## config.mk

```make
export PLATFORM = sky130hd
export DESIGN_NAME = rsc_link
export DESIGN_NICKNAME = d
export VERILOG_FILES = /design/src/core/rsc_pkg.sv /design/src/core/rsc_fifo.sv /design/src/core/rsc_link.sv /design/src/core/rsc_uart_rx.sv
export SDC_FILE = /design/constraint.sdc
export NUM_CORES = 1
export LEC_CHECK = 0
export BUFFER_PORTS_ARGS = -buffer_cell sky130_fd_sc_hd__buf_2
export CORE_MARGIN = 8
export CORE_UTILIZATION = 35
export CTS_CLUSTER_DIAMETER = 100
export DETAILED_ROUTE_END_ITERATION = 8
export SYNTH_ARGS = -nofsm -noshare
export SYNTH_HDL_FRONTEND = slang
export SYNTH_SLANG_ARGS = --single-unit
```

## constraint.sdc

```tcl
create_clock -name clk_i -period 3.45 [get_ports clk_i]
set_clock_uncertainty 0.2 [all_clocks]
set_input_delay 0.1725 -clock clk_i [delete_from_list [all_inputs] [get_ports clk_i]]
set_output_delay 0.1725 -clock clk_i [all_outputs]
set_load 0.05 [all_outputs]
```

## src/core/rsc_pkg.sv

```systemverilog
// constants, types and helpers shared by the rack serial command link.
// assumes a 125 MHz system clock; the bit and flash cycle counts derive from it here.
package rsc_pkg;
    localparam int CLK_HZ = 125_000_000;
    localparam int BAUD = 9600;
    localparam int BIT_CYC = CLK_HZ / BAUD;
    localparam int DATA_BITS = 8;
    localparam int STOP_BITS = 1;
    localparam int FRAME_BITS = 1 + DATA_BITS + STOP_BITS;
    localparam int FLASH_MS = 200;
    localparam int FLASH_CYC = (CLK_HZ / 1000) * FLASH_MS;
    localparam int FLASH_PHASES = 6;
    localparam int LINE_MAX_NEW = 150;
    localparam int LINE_MAX_OLD = 64;
    localparam int FIFO_DEPTH = 16;
    localparam int FIFO_SLACK = 2;
    localparam int INIT_WAIT = 3;
    localparam int ADDR_GLOBAL = 0;
    localparam int ADDR_MIN = 1;
    localparam int ADDR_MAX = 16;
    localparam int ADDR_TALKER = 1;
    localparam int BUS_ADDR_MIN = 1;
    localparam int LED_SEL_TEST = 1;
    localparam logic [7:0] CH_BS = 8'h08;
    localparam logic [7:0] CH_LF = 8'h0A;
    localparam logic [7:0] CH_CR = 8'h0D;
    localparam logic [7:0] CH_CAN = 8'h18;
    localparam logic [7:0] CH_SP = 8'h20;
    localparam logic [7:0] CH_0 = 8'h30;
    localparam logic [7:0] CH_9 = 8'h39;
    localparam logic [7:0] CH_COLON = 8'h3A;
    localparam logic [7:0] CH_SEMI = 8'h3B;
    localparam logic [7:0] CH_EQ = 8'h3D;
    localparam logic [7:0] CH_QM = 8'h3F;
    localparam logic [7:0] CH_UP_L = 8'h4C;
    localparam logic [7:0] CH_UP_U = 8'h55;
    localparam logic [7:0] CH_LO_A = 8'h61;
    localparam logic [7:0] CH_LO_Z = 8'h7A;
    localparam logic [7:0] CH_CASE = 8'h20;
    localparam logic [7:0] NUM_SAT = 8'hFF;

    typedef enum {PS_ADDR, PS_CHAN, PS_SEL} rsc_parse_type;

    function automatic logic is_digit(input logic [7:0] c);
        return (c >= CH_0) && (c <= CH_9);
    endfunction

    function automatic logic [7:0] to_upper(input logic [7:0] c);
        return ((c >= CH_LO_A) && (c <= CH_LO_Z)) ? (c & ~CH_CASE) : c;
    endfunction

    // decimal accumulate, saturating so long digit runs never wrap
    function automatic logic [7:0] dec_step(input logic [7:0] n,
                                            input logic [7:0] c);
        logic [11:0] t;
        t = 12'(n) * 12'd10 + 12'(c - CH_0);
        return (t > 12'(NUM_SAT)) ? NUM_SAT : t[7:0];
    endfunction
endpackage

```

## src/core/rsc_fifo.sv

```systemverilog
// byte fifo between the line editor and the command parser.
// same clock on both sides; read data always come from a register.
`timescale 1ns/1ps
module rsc_fifo #(
    parameter int WIDTH = 8,
    parameter int DEPTH = 16
) (
    input wire logic clk_i,
    input wire logic reset_i,
    input wire logic ce_i,
    input wire logic in_valid_i,
    input wire logic [WIDTH-1:0] in_data_i,
    output logic in_ready_o,
    output logic [$clog2(DEPTH+1)-1:0] level_o,
    output logic out_valid_o,
    output logic [WIDTH-1:0] out_data_o,
    input wire logic out_ready_i
);
    localparam int AW = $clog2(DEPTH);
    localparam int CW = $clog2(DEPTH+1);
    logic [WIDTH-1:0] mem_q [DEPTH];
    logic [AW-1:0] wr_q, rd_q;
    logic [CW-1:0] cnt_q;
    wire push = in_valid_i & in_ready_o;
    wire load = (cnt_q != '0) & (~out_valid_o | out_ready_i);

    assign in_ready_o = (cnt_q != CW'(DEPTH));
    assign level_o = cnt_q;

    always_ff @(posedge clk_i) begin
        if (push && ce_i) begin
            mem_q[wr_q] <= in_data_i;
        end
    end

    always_ff @(posedge clk_i) begin
        if (reset_i) begin
            wr_q <= '0;
            rd_q <= '0;
            cnt_q <= '0;
            out_valid_o <= 1'b0;
            out_data_o <= '0;
        end else if (ce_i) begin
            if (push) begin
                wr_q <= AW'((wr_q + 1'b1) % DEPTH);
            end
            if (load) begin
                rd_q <= AW'((rd_q + 1'b1) % DEPTH);
                out_data_o <= mem_q[rd_q];
            end
            cnt_q <= cnt_q + CW'(push) - CW'(load);
            if (load) begin
                out_valid_o <= 1'b1;
            end else if (out_ready_i) begin
                out_valid_o <= 1'b0;
            end
        end
    end
endmodule

```

## src/core/rsc_link.sv

```systemverilog
// serial command link of a rack: receives ascii lines, edits them,
// filters by rack address and hands decoded commands to the rack logic.
// assumes responses come from rack logic on the same clock.
`timescale 1ns/1ps
module rsc_link #(
    parameter int BIT_CYCLES = rsc_pkg::BIT_CYC,
    parameter int FLASH_CYCLES = rsc_pkg::FLASH_CYC
) (
    input wire logic clk_i,
    input wire logic reset_i,
    input wire logic ce_i,
    input wire logic rxd_i,
    input wire logic cts_i,
    output logic txd_o,
    output logic rts_o,
    input wire logic old_fw_i,
    input wire logic [3:0] bus_switch_i,
    output logic [3:0] bus_addr_o,
    input wire logic [4:0] nv_addr_i,
    output logic nv_wr_o,
    input wire logic [4:0] panel_addr_i,
    input wire logic panel_addr_we_i,
    output logic [4:0] unit_addr_o,
    output logic cmd_valid_o,
    input wire logic cmd_ready_i,
    output logic [7:0] cmd_letter_o,
    output logic [7:0] cmd_chan_o,
    output logic [7:0] cmd_sel_o,
    output logic cmd_sel_valid_o,
    output logic cmd_query_o,
    output logic cmd_global_o,
    input wire logic resp_valid_i,
    input wire logic [7:0] resp_data_i,
    input wire logic resp_last_i,
    output logic resp_ready_o,
    output logic eoi_o,
    output logic led_flash_o
);
    import rsc_pkg::*;
    localparam int LW = $clog2(FIFO_DEPTH + 1);

    // pin synchronisers
    logic rxd_s1_q, rxd_s2_q, cts_s1_q, cts_s2_q;
    logic [3:0] sw_s1_q, sw_s2_q;
    always_ff @(posedge clk_i) begin
        if (reset_i) begin
            rxd_s1_q <= 1'b1;
            rxd_s2_q <= 1'b1;
            cts_s1_q <= 1'b0;
            cts_s2_q <= 1'b0;
            sw_s1_q <= '0;
            sw_s2_q <= '0;
        end else if (ce_i) begin
            rxd_s1_q <= rxd_i;
            rxd_s2_q <= rxd_s1_q;
            cts_s1_q <= cts_i;
            cts_s2_q <= cts_s1_q;
            sw_s1_q <= bus_switch_i;
            sw_s2_q <= sw_s1_q;
        end
    end

    logic [7:0] rx_data;
    logic rx_valid;
    rsc_uart_rx #(.BIT_CYCLES(BIT_CYCLES)) u_rx (
        .clk_i(clk_i),
        .reset_i(reset_i),
        .ce_i(ce_i),
        .rxd_i(rxd_s2_q),
        .data_o(rx_data),
        .valid_o(rx_valid)
    );

    // line editor: one character is held back so a backspace can undo it
    logic [7:0] hold_q, end_byte_q, len_q;
    logic hold_v_q, end_pend_q, ovf_q;
    wire [7:0] line_max = old_fw_i ? 8'(LINE_MAX_OLD) : 8'(LINE_MAX_NEW);
    wire rx_lf = rx_valid & (rx_data == CH_LF);
    wire rx_cr = rx_valid & (rx_data == CH_CR);
    wire rx_bs = rx_valid & (rx_data == CH_BS);
    wire rx_norm = rx_valid & ~rx_lf & ~rx_cr & ~rx_bs;
    wire rx_fits = (len_q < line_max) & ~ovf_q;
    wire push_v = end_pend_q | ((rx_norm & rx_fits) | rx_cr) & hold_v_q;
    wire [7:0] push_d = end_pend_q ? end_byte_q : hold_q;
    logic f_in_ready, f_out_valid, f_out_ready;
    logic [LW-1:0] f_level;
    logic [7:0] f_out_data;

    always_ff @(posedge clk_i) begin
        if (reset_i) begin
            hold_q <= '0;
            hold_v_q <= 1'b0;
            end_pend_q <= 1'b0;
            end_byte_q <= '0;
            len_q <= '0;
            ovf_q <= 1'b0;
        end else if (ce_i) begin
            end_pend_q <= 1'b0;
            if (rx_cr) begin
                // an overlong line ends in a cancel byte instead
                end_pend_q <= 1'b1;
                end_byte_q <= ovf_q ? CH_CAN : CH_CR;
                hold_v_q <= 1'b0;
                len_q <= '0;
                ovf_q <= 1'b0;
            end else if (rx_bs && hold_v_q) begin
                hold_v_q <= 1'b0;
                len_q <= len_q - 8'd1;
            end else if (rx_norm && !rx_fits) begin
                ovf_q <= 1'b1;
            end else if (rx_norm) begin
                hold_q <= rx_data;
                hold_v_q <= 1'b1;
                len_q <= len_q + 8'd1;
            end
        end
    end
    // a line feed is dropped, so cr-only lines work as well

    rsc_fifo #(.WIDTH(8), .DEPTH(FIFO_DEPTH)) u_fifo (
        .clk_i(clk_i),
        .reset_i(reset_i),
        .ce_i(ce_i),
        .in_valid_i(push_v),
        .in_data_i(push_d),
        .in_ready_o(f_in_ready),
        .level_o(f_level),
        .out_valid_o(f_out_valid),
        .out_data_o(f_out_data),
        .out_ready_i(f_out_ready)
    );

    // parser: stalls while a decoded command waits for the rack logic
    rsc_parse_type ps_q;
    logic [7:0] num_q, addr_q, chan_q, letter_q;
    logic has_addr_q, sel_v_q, query_q;
    logic [4:0] unit_addr_q;
    assign f_out_ready = ~cmd_valid_o;
    wire take = f_out_valid & f_out_ready;
    wire [7:0] c = to_upper(f_out_data);
    wire c_dig = is_digit(c);
    wire c_end = (c == CH_CR) | (c == CH_SEMI);
    localparam logic [7:0] CH_UP_A_MIN = CH_LO_A & ~CH_CASE;
    localparam logic [7:0] CH_UP_Z_MAX = CH_LO_Z & ~CH_CASE;
    wire c_can = (c == CH_CAN);
    wire c_letter = (c >= CH_UP_A_MIN) & (c <= CH_UP_Z_MAX);
    wire emit = take & c_end & (ps_q != PS_ADDR);
    wire is_global = has_addr_q & (addr_q == 8'(ADDR_GLOBAL));
    wire addr_hit = ~has_addr_q | is_global
                  | (addr_q == 8'(unit_addr_q));
    wire [7:0] cur_chan = (ps_q == PS_CHAN) ? num_q : chan_q;
    wire [7:0] cur_sel = (ps_q == PS_SEL) ? num_q : 8'h00;
    wire cur_sel_v = (ps_q == PS_SEL) & sel_v_q;
    wire hit = emit & addr_hit;
    wire sel_in_range = (cur_sel >= 8'(ADDR_MIN)) & (cur_sel <= 8'(ADDR_MAX));
    wire do_addr = hit & (letter_q == CH_UP_U) & cur_sel_v & sel_in_range;
    wire flash_go = hit & (letter_q == CH_UP_L) & cur_sel_v
                  & (cur_sel == 8'(LED_SEL_TEST));

    always_ff @(posedge clk_i) begin
        if (reset_i) begin
            ps_q <= PS_ADDR;
            num_q <= '0;
            addr_q <= '0;
            chan_q <= '0;
            letter_q <= '0;
            has_addr_q <= 1'b0;
            sel_v_q <= 1'b0;
            query_q <= 1'b0;
        end else if (ce_i && take) begin
            if (c_can || c_end) begin
                // every segment carries its own address, if any
                ps_q <= PS_ADDR;
                num_q <= '0;
                has_addr_q <= 1'b0;
                sel_v_q <= 1'b0;
                query_q <= 1'b0;
            end else if (c_dig) begin
                num_q <= dec_step(num_q, c);
                sel_v_q <= sel_v_q | (ps_q == PS_SEL);
            end else if (ps_q == PS_ADDR && c == CH_COLON) begin
                addr_q <= num_q;
                has_addr_q <= 1'b1;
                num_q <= '0;
            end else if (ps_q == PS_ADDR && (c_letter || c == CH_QM)) begin
                letter_q <= c;
                num_q <= '0;
                ps_q <= PS_CHAN;
            end else if (ps_q == PS_CHAN && (c == CH_EQ || c == CH_QM)) begin
                chan_q <= num_q;
                num_q <= '0;
                query_q <= (c == CH_QM);
                ps_q <= PS_SEL;
            end
        end
    end

    // decoded command towards the rack logic
    logic reply_en_q;
    always_ff @(posedge clk_i) begin
        if (reset_i) begin
            cmd_valid_o <= 1'b0;
            cmd_letter_o <= '0;
            cmd_chan_o <= '0;
            cmd_sel_o <= '0;
            cmd_sel_valid_o <= 1'b0;
            cmd_query_o <= 1'b0;
            cmd_global_o <= 1'b0;
            reply_en_q <= 1'b0;
        end else if (ce_i) begin
            if (hit) begin
                cmd_valid_o <= 1'b1;
                cmd_letter_o <= letter_q;
                cmd_chan_o <= cur_chan;
                cmd_sel_o <= cur_sel;
                cmd_sel_valid_o <= cur_sel_v;
                cmd_query_o <= query_q;
                cmd_global_o <= is_global;
                // only rack one answers a global command
                reply_en_q <= ~is_global | (unit_addr_q == 5'(ADDR_TALKER));
            end else if (cmd_ready_i) begin
                cmd_valid_o <= 1'b0;
            end
        end
    end

    // addresses: the nonvolatile copy is reloaded on every reset, which
    // also discards a front-panel entry; only reset_i restarts the block
    logic [1:0] init_q;
    logic nv_wr_q;
    logic [3:0] bus_addr_q;
    wire init_cap = (init_q == 2'd1);
    always_ff @(posedge clk_i) begin
        if (reset_i) begin
            init_q <= 2'(INIT_WAIT);
            unit_addr_q <= 5'(ADDR_MIN);
            bus_addr_q <= 4'(BUS_ADDR_MIN);
            nv_wr_q <= 1'b0;
        end else if (ce_i) begin
            nv_wr_q <= 1'b0;
            if (init_q != 2'd0) begin
                init_q <= init_q - 2'd1;
            end
            if (init_cap) begin
                unit_addr_q <= nv_addr_i;
                // switch zero is out of range and falls back to one
                bus_addr_q <= (sw_s2_q == 4'd0) ? 4'(BUS_ADDR_MIN)
                                                : sw_s2_q;
            end else if (do_addr) begin
                unit_addr_q <= cur_sel[4:0];
                nv_wr_q <= 1'b1;
            end else if (panel_addr_we_i) begin
                unit_addr_q <= panel_addr_i;
            end
        end
    end
    assign unit_addr_o = unit_addr_q;
    assign nv_wr_o = nv_wr_q;
    assign bus_addr_o = bus_addr_q;

    // led flasher: six phases, on-off three times
    logic [2:0] flash_left_q;
    logic [31:0] flash_cnt_q;
    logic led_q;
    wire flash_tick = (flash_cnt_q == '0);
    always_ff @(posedge clk_i) begin
        if (reset_i) begin
            flash_left_q <= 3'(FLASH_PHASES);
            flash_cnt_q <= 32'(FLASH_CYCLES - 1);
            led_q <= 1'b0;
        end else if (ce_i) begin
            if (flash_go) begin
                flash_left_q <= 3'(FLASH_PHASES);
                flash_cnt_q <= 32'(FLASH_CYCLES - 1);
            end else if (flash_left_q != 3'd0) begin
                flash_cnt_q <= flash_tick ? 32'(FLASH_CYCLES - 1)
                                          : flash_cnt_q - 32'd1;
                if (flash_tick) begin
                    flash_left_q <= flash_left_q - 3'd1;
                end
            end
            led_q <= (flash_left_q != 3'd0) & ~flash_left_q[0];
        end
    end
    assign led_flash_o = led_q;

    // transmitter: only response bytes are sent, never received ones
    logic tx_busy_q, txd_q, resp_ready_q, eoi_q, rts_q;
    logic [FRAME_BITS-1:0] tx_sh_q;
    logic [3:0] tx_bit_q;
    logic [15:0] tx_cnt_q;
    wire cts_s = cts_s2_q;
    wire tx_take = resp_valid_i & resp_ready_q
                 & (cts_s | ~reply_en_q);
    wire tx_start = tx_take & reply_en_q;
    wire tx_tick = (tx_cnt_q == '0);
    wire tx_last = tx_tick & (tx_bit_q == 4'(FRAME_BITS - 1));
    always_ff @(posedge clk_i) begin
        if (reset_i) begin
            tx_busy_q <= 1'b0;
            txd_q <= 1'b1;
            tx_sh_q <= '1;
            tx_bit_q <= '0;
            tx_cnt_q <= '0;
            resp_ready_q <= 1'b0;
            eoi_q <= 1'b0;
            rts_q <= 1'b0;
        end else if (ce_i) begin
            // the far end sees rts drop while two places remain free
            rts_q <= f_level < LW'(FIFO_DEPTH - FIFO_SLACK);
            resp_ready_q <= ~tx_busy_q & ~tx_take & ~tx_start;
            if (tx_start) begin
                tx_busy_q <= 1'b1;
                tx_sh_q <= {1'b1, resp_data_i, 1'b0};
                txd_q <= 1'b0;
                tx_bit_q <= '0;
                tx_cnt_q <= 16'(BIT_CYCLES - 1);
                eoi_q <= resp_last_i;
            end else if (tx_busy_q) begin
                tx_cnt_q <= tx_tick ? 16'(BIT_CYCLES - 1) : tx_cnt_q - 16'd1;
                if (tx_last) begin
                    tx_busy_q <= 1'b0;
                    eoi_q <= 1'b0;
                    txd_q <= 1'b1;
                end else if (tx_tick) begin
                    tx_bit_q <= tx_bit_q + 4'd1;
                    tx_sh_q <= {1'b1, tx_sh_q[FRAME_BITS-1:1]};
                    txd_q <= tx_sh_q[1];
                end
            end
        end
    end
    assign txd_o = txd_q;
    assign rts_o = rts_q;
    assign resp_ready_o = resp_ready_q;
    assign eoi_o = eoi_q;
endmodule

```

## src/core/rsc_uart_rx.sv

```systemverilog
// 8n1 receiver; rxd_i must already be synchronised to clk_i.
// a byte with a bad stop bit is dropped without a pulse.
`timescale 1ns/1ps
module rsc_uart_rx #(
    parameter int BIT_CYCLES = rsc_pkg::BIT_CYC
) (
    input wire logic clk_i,
    input wire logic reset_i,
    input wire logic ce_i,
    input wire logic rxd_i,
    output logic [7:0] data_o,
    output logic valid_o
);
    import rsc_pkg::*;
    typedef enum {RX_IDLE, RX_START, RX_DATA, RX_STOP} rsc_rx_type;
    rsc_rx_type st_q;
    logic [15:0] cnt_q;
    logic [2:0] bit_q;
    logic [7:0] sh_q;
    wire tick = (cnt_q == '0);

    always_ff @(posedge clk_i) begin
        if (reset_i) begin
            st_q <= RX_IDLE;
            cnt_q <= '0;
            bit_q <= '0;
            sh_q <= '0;
            data_o <= '0;
            valid_o <= 1'b0;
        end else if (ce_i) begin
            valid_o <= 1'b0;
            cnt_q <= tick ? 16'(BIT_CYCLES - 1) : cnt_q - 16'd1;
            unique case (st_q)
                RX_IDLE: begin
                    cnt_q <= 16'(BIT_CYCLES / 2);
                    if (!rxd_i) begin
                        st_q <= RX_START;
                    end
                end
                RX_START: begin
                    if (tick) begin
                        st_q <= rxd_i ? RX_IDLE : RX_DATA;
                        bit_q <= '0;
                    end
                end
                RX_DATA: begin
                    if (tick) begin
                        sh_q <= {rxd_i, sh_q[7:1]};
                        bit_q <= bit_q + 3'd1;
                        if (bit_q == 3'(DATA_BITS - 1)) begin
                            st_q <= RX_STOP;
                        end
                    end
                end
                RX_STOP: begin
                    if (tick) begin
                        st_q <= RX_IDLE;
                        valid_o <= rxd_i;
                        data_o <= sh_q;
                    end
                end
            endcase
        end
    end
endmodule

```

==> load_flow_metrics.sql <==
INSERT INTO impl_metrics (metric_group, metric, value, unit) VALUES
('global_route', 'largest_net_degree_at_the_start_of_global_routing', '86', ''),
('global_route', 'global_route.usage.total', '13.6', '%'),
('sta', 'finalCritPeriodShare', '99.4', '%'),
('final_layout', 'synthToLayoutAreaGrowth', '21.5', '%'),
('place', 'finalWeightedCongestion', '0.782', ''),
('synthesis', 'synth.ff_latch_count', '369', ''),
('pwr', 'comb_power_share', '18.2', '%'),
('worst_hold_path', 'hold_class', 'input pin to flip-flop', ''),
('sta', 'finalMaxSlewViolations', '0', ''),
('critical_path', 'critPathMaxFanout', '5', ''),
('sta', 'report.final.setup_viol', '0', ''),
('sta', 'timing_worst_slew_pin_value', '1.24', 'ns'),
('pwr', 'leakagePower', '8.07', 'nW'),
('sta', 'finalSetupTns', '0', 'ns'),
('synthesis', 'synth_area_per_cell', '10.4', 'µm²'),
('pwr', 'power.net_switching', '3.01', 'mW'),
('global_route', 'grt_first_pass_wirelength', '64200', 'µm'),
('global_route', 'grt_use_met2', '22.3', '%'),
('die', 'placement_rows', '81', ''),
('place', 'pre_cts_slack', '-0.120', 'ns'),
('routing', 'drc', '0', ''),
('sta', 'grt_setup_unrepaired', 'true', ''),
('critical_path', 'critical_path.startpoint_type', 'flip-flop', ''),
('clock_tree', 'master_cell_of_the_clock_root_buffer', 'sky130_fd_sc_hd__clkbuf_16', ''),
('synthesis', 'synth_area', '17100', 'µm²'),
('synthesis', 'asyncSetResetFlopFracSynth', '0', '%'),
('synthesis', 'synthesis.yosys.warnings', '0', ''),
('synthesis', 'ys_seq_area_share', '50.7', '%'),
('synthesis', 'syn_inst', '1643', ''),
('global_route', 'gr-usage-met3', '2.17', '%'),
('clock_tree', 'tritoncts', 'done', ''),
('global_route', 'grt_pass1_vias', '12400', ''),
('clock_tree', 'cts_max_path_buffers', '3', ''),
('job', 'cap_violations', '0', ''),
('critical_path', 'critPathCaptureType', 'flip-flop', ''),
('die', 'floorplan.die_area', '56200', 'µm²'),
('routing', 'drt_first_iter_violations', '645', ''),
('outcome', 'outcome', 'completed', ''),
('synthesis', 'synth_cell_type_count', '81', ''),
('synthesis', 'synth_nets', '1746', ''),
('final_layout', 'commonest_non_fill_non_tap_cells_in_the_layout', 'sky130_fd_sc_hd__dfxtp_1 (237), sky130_fd_sc_hd__nor2_1 (180), sky130_fd_sc_hd__nand2_1 (163)', ''),
('clock_tree', 'cts.sinks', '369', ''),
('final_layout', 'n_fill_cell', '4533', ''),
('place', 'dpl.hpwl', '26500', 'µm'),
('global_route', 'global_route.usage.met1', '18.3', '%'),
('routing', 'drt.antenna.violating_nets', '0', ''),
('final_layout', 'nNetsFinal', '1926', ''),
('clock_tree', 'clock_slew_seen_by_the_registers_of_the_worst_setup_and_hold_paths', '0.06', 'ns'),
('die', 'die_x', '237', 'µm'),
('final_layout', 'layout-drive-gt1-share', '19.7', '%'),
('routing', 'route.final.wire_length', '39500', 'µm'),
('synthesis', 'number_of_enable_type_register_cells_in_the_synthesized_netlist', '128', ''),
('clock_tree', 'tritoncts.num_buffers', '42', ''),
('synthesis', 'synthFlopType', 'sky130_fd_sc_hd__dfxtp_1', ''),
('die', 'design.core.area', '48500', 'µm²'),
('critical_path', 'critical_path_arrival', '3.70', 'ns'),
('die', 'boundaryPins', '75', ''),
('die', 'initial_core_util', '35.2', '%'),
('pwr', 'internal-power', '7.92', 'mW'),
('pwr', 'clock_power_share', '39.0', '%'),
('die', 'chipHeight', '237', 'µm'),
('routing', 'drt_pass1_iterations', '5', ''),
('critical_path', 'worst_path_required_time', '3.72', 'ns'),
('clock_tree', 'clk-insertion-delay-late', '0.58', 'ns'),
('routing', 'wl_per_cell', '16.0', 'µm'),
('routing', 'route.detailed.vias_per_inst', '5.15', ''),
('sta', 'maxSlewHeadroom', '16.8', '%'),
('final_layout', 'antenna_cells_inserted', '0', ''),
('critical_path', 'worst-setup-path-type', 'flip-flop to flip-flop', ''),
('pwr', 'power_frac_seq', '42.8', '%'),
('sta', 'worst_slack', '0.0198', 'ns');
## registers in the layout, summed over array words and instances (netlist names), 16 cells and up, named ones only
register      cells
flash_cnt_q      32
u_rx.cnt_q       16
tx_cnt_q         16
u_fifo.mem_q    128
## worst paths after layout
path / from / end / slack (ns) / cells past startpoint
max: num_q[3] / num_q[4] / 0.02 / 18
min: bus_switch_i[1] / sw_s1_q[1] / 0.17 / 4
max reg2reg: num_q[3] / num_q[4] / 0.02 / 18
min reg2reg: cmd_sel_o[6] / cmd_sel_o[6] / 0.25 / 2
## cells in the mapped netlist, types with 15 or more instances
cell type	instances	area, µm²
sky130_fd_sc_hd__nand3_1	38	190
sky130_fd_sc_hd__edfxtp_1	128	3840
sky130_fd_sc_hd__mux2i_1	60	601
sky130_fd_sc_hd__or3_1	21	131
sky130_fd_sc_hd__o21ai_0	40	200
sky130_fd_sc_hd__xnor2_1	29	254
sky130_fd_sc_hd__nor3_1	45	225
sky130_fd_sc_hd__a21o_1	16	120
sky130_fd_sc_hd__a211oi_1	18	135
sky130_fd_sc_hd__a31oi_1	17	106
sky130_fd_sc_hd__mux4_2	40	901
sky130_fd_sc_hd__dfxtp_1	241	4820
sky130_fd_sc_hd__xor2_1	37	324
sky130_fd_sc_hd__clkbuf_1	59	221
sky130_fd_sc_hd__ha_1	67	838
sky130_fd_sc_hd__nor2b_1	15	93.8
sky130_fd_sc_hd__nor2_1	183	687
sky130_fd_sc_hd__a21oi_1	127	636
sky130_fd_sc_hd__and3_1	24	150
sky130_fd_sc_hd__nand2_1	163	612
sky130_fd_sc_hd__inv_1	47	176
## metrics by stage
step           power, mW  instance area, µm²  util, %  std cells
2_1_floorplan       6.09               17100        -       1643
3_3_place_gp        6.59               18700     38.6       2353
3_5_place_dp        6.62               18700     38.6       2353
4_1_cts             11.0               20500     42.2       2468
5_1_grt             11.4               20800     42.8       2476
6_report            10.9               20800     42.8       2476
## cell families (layout without fill, tap and decap cells)
family                   count (synthesis)  after routing  share of synthesized area [%]
AND/OR/NAND/NOR                        604            604                           17.3
buffers and inverters                  130            341                           3.10
flip-flops                             369            369                           50.7
adder cells (fa/ha/maj)                 71             71                           5.37
XOR/XNOR                                66             66                           3.38
multiplexers                           104            104                           9.05
AO/OA/AOI/OAI                          299            299                           11.1
## routing by layer
layer | share of wire, % | vias up
met1 | 48 | 6197
met3 | 3.4 | 60
met5 | 0 | -
li1 | - | 6300
met4 | 2.1 | 0
met2 | 47 | 193
## worst max-delay path: stages (launching register included)
cell and delay, ns:
sky130_fd_sc_hd__dfxtp_4 0.36, sky130_fd_sc_hd__ha_4 0.26, sky130_fd_sc_hd__ha_4 0.13, sky130_fd_sc_hd__inv_2 0.04
sky130_fd_sc_hd__fa_2 0.35, sky130_fd_sc_hd__nor2_1 0.09, sky130_fd_sc_hd__o21ai_1 0.09, sky130_fd_sc_hd__nor2b_4 0.13
sky130_fd_sc_hd__o21bai_1 0.18, sky130_fd_sc_hd__a21oi_2 0.08, sky130_fd_sc_hd__xnor2_1 0.13, sky130_fd_sc_hd__ha_1 0.33
sky130_fd_sc_hd__xor2_1 0.17, sky130_fd_sc_hd__nor2_1 0.13, sky130_fd_sc_hd__mux2i_1 0.09, sky130_fd_sc_hd__buf_4 0.16
sky130_fd_sc_hd__nor2_4 0.15, sky130_fd_sc_hd__a31oi_1 0.10, sky130_fd_sc_hd__a21o_1 0.16
## power groups by stage
stage                     registers (mW)  logic, mW  clock network, mW
final                               4.68       1.99               4.27
after global routing                4.70       2.19               4.55
after CTS                           4.67       1.91               4.39
after detailed placement            4.77       1.85                  0
after global placement              4.76       1.83                  0
after floorplan                     4.78       1.31                  0
## what timing repair did
action                     CTS  global route
pin swaps                    4            33
hold buffers                39             0
hold endpoints to repair    79             0
buffers inserted             1             8
gates resized for setup      8            56
setup endpoints to repair   12            58
gates cloned                 0             1
## final cells by class
class	instances	area, µm²	area share (%)
tap	622	778	3.75
timing repair buffer	218	1630	7.83
multi-input combinational	1144	8180	39.4
clock inverter	16	154	0.741
inverter	48	180	0.867
sequential	369	8680	41.8
clock buffer	59	1180	5.70
No activity file was read; power rests on OpenSTA's default activity.
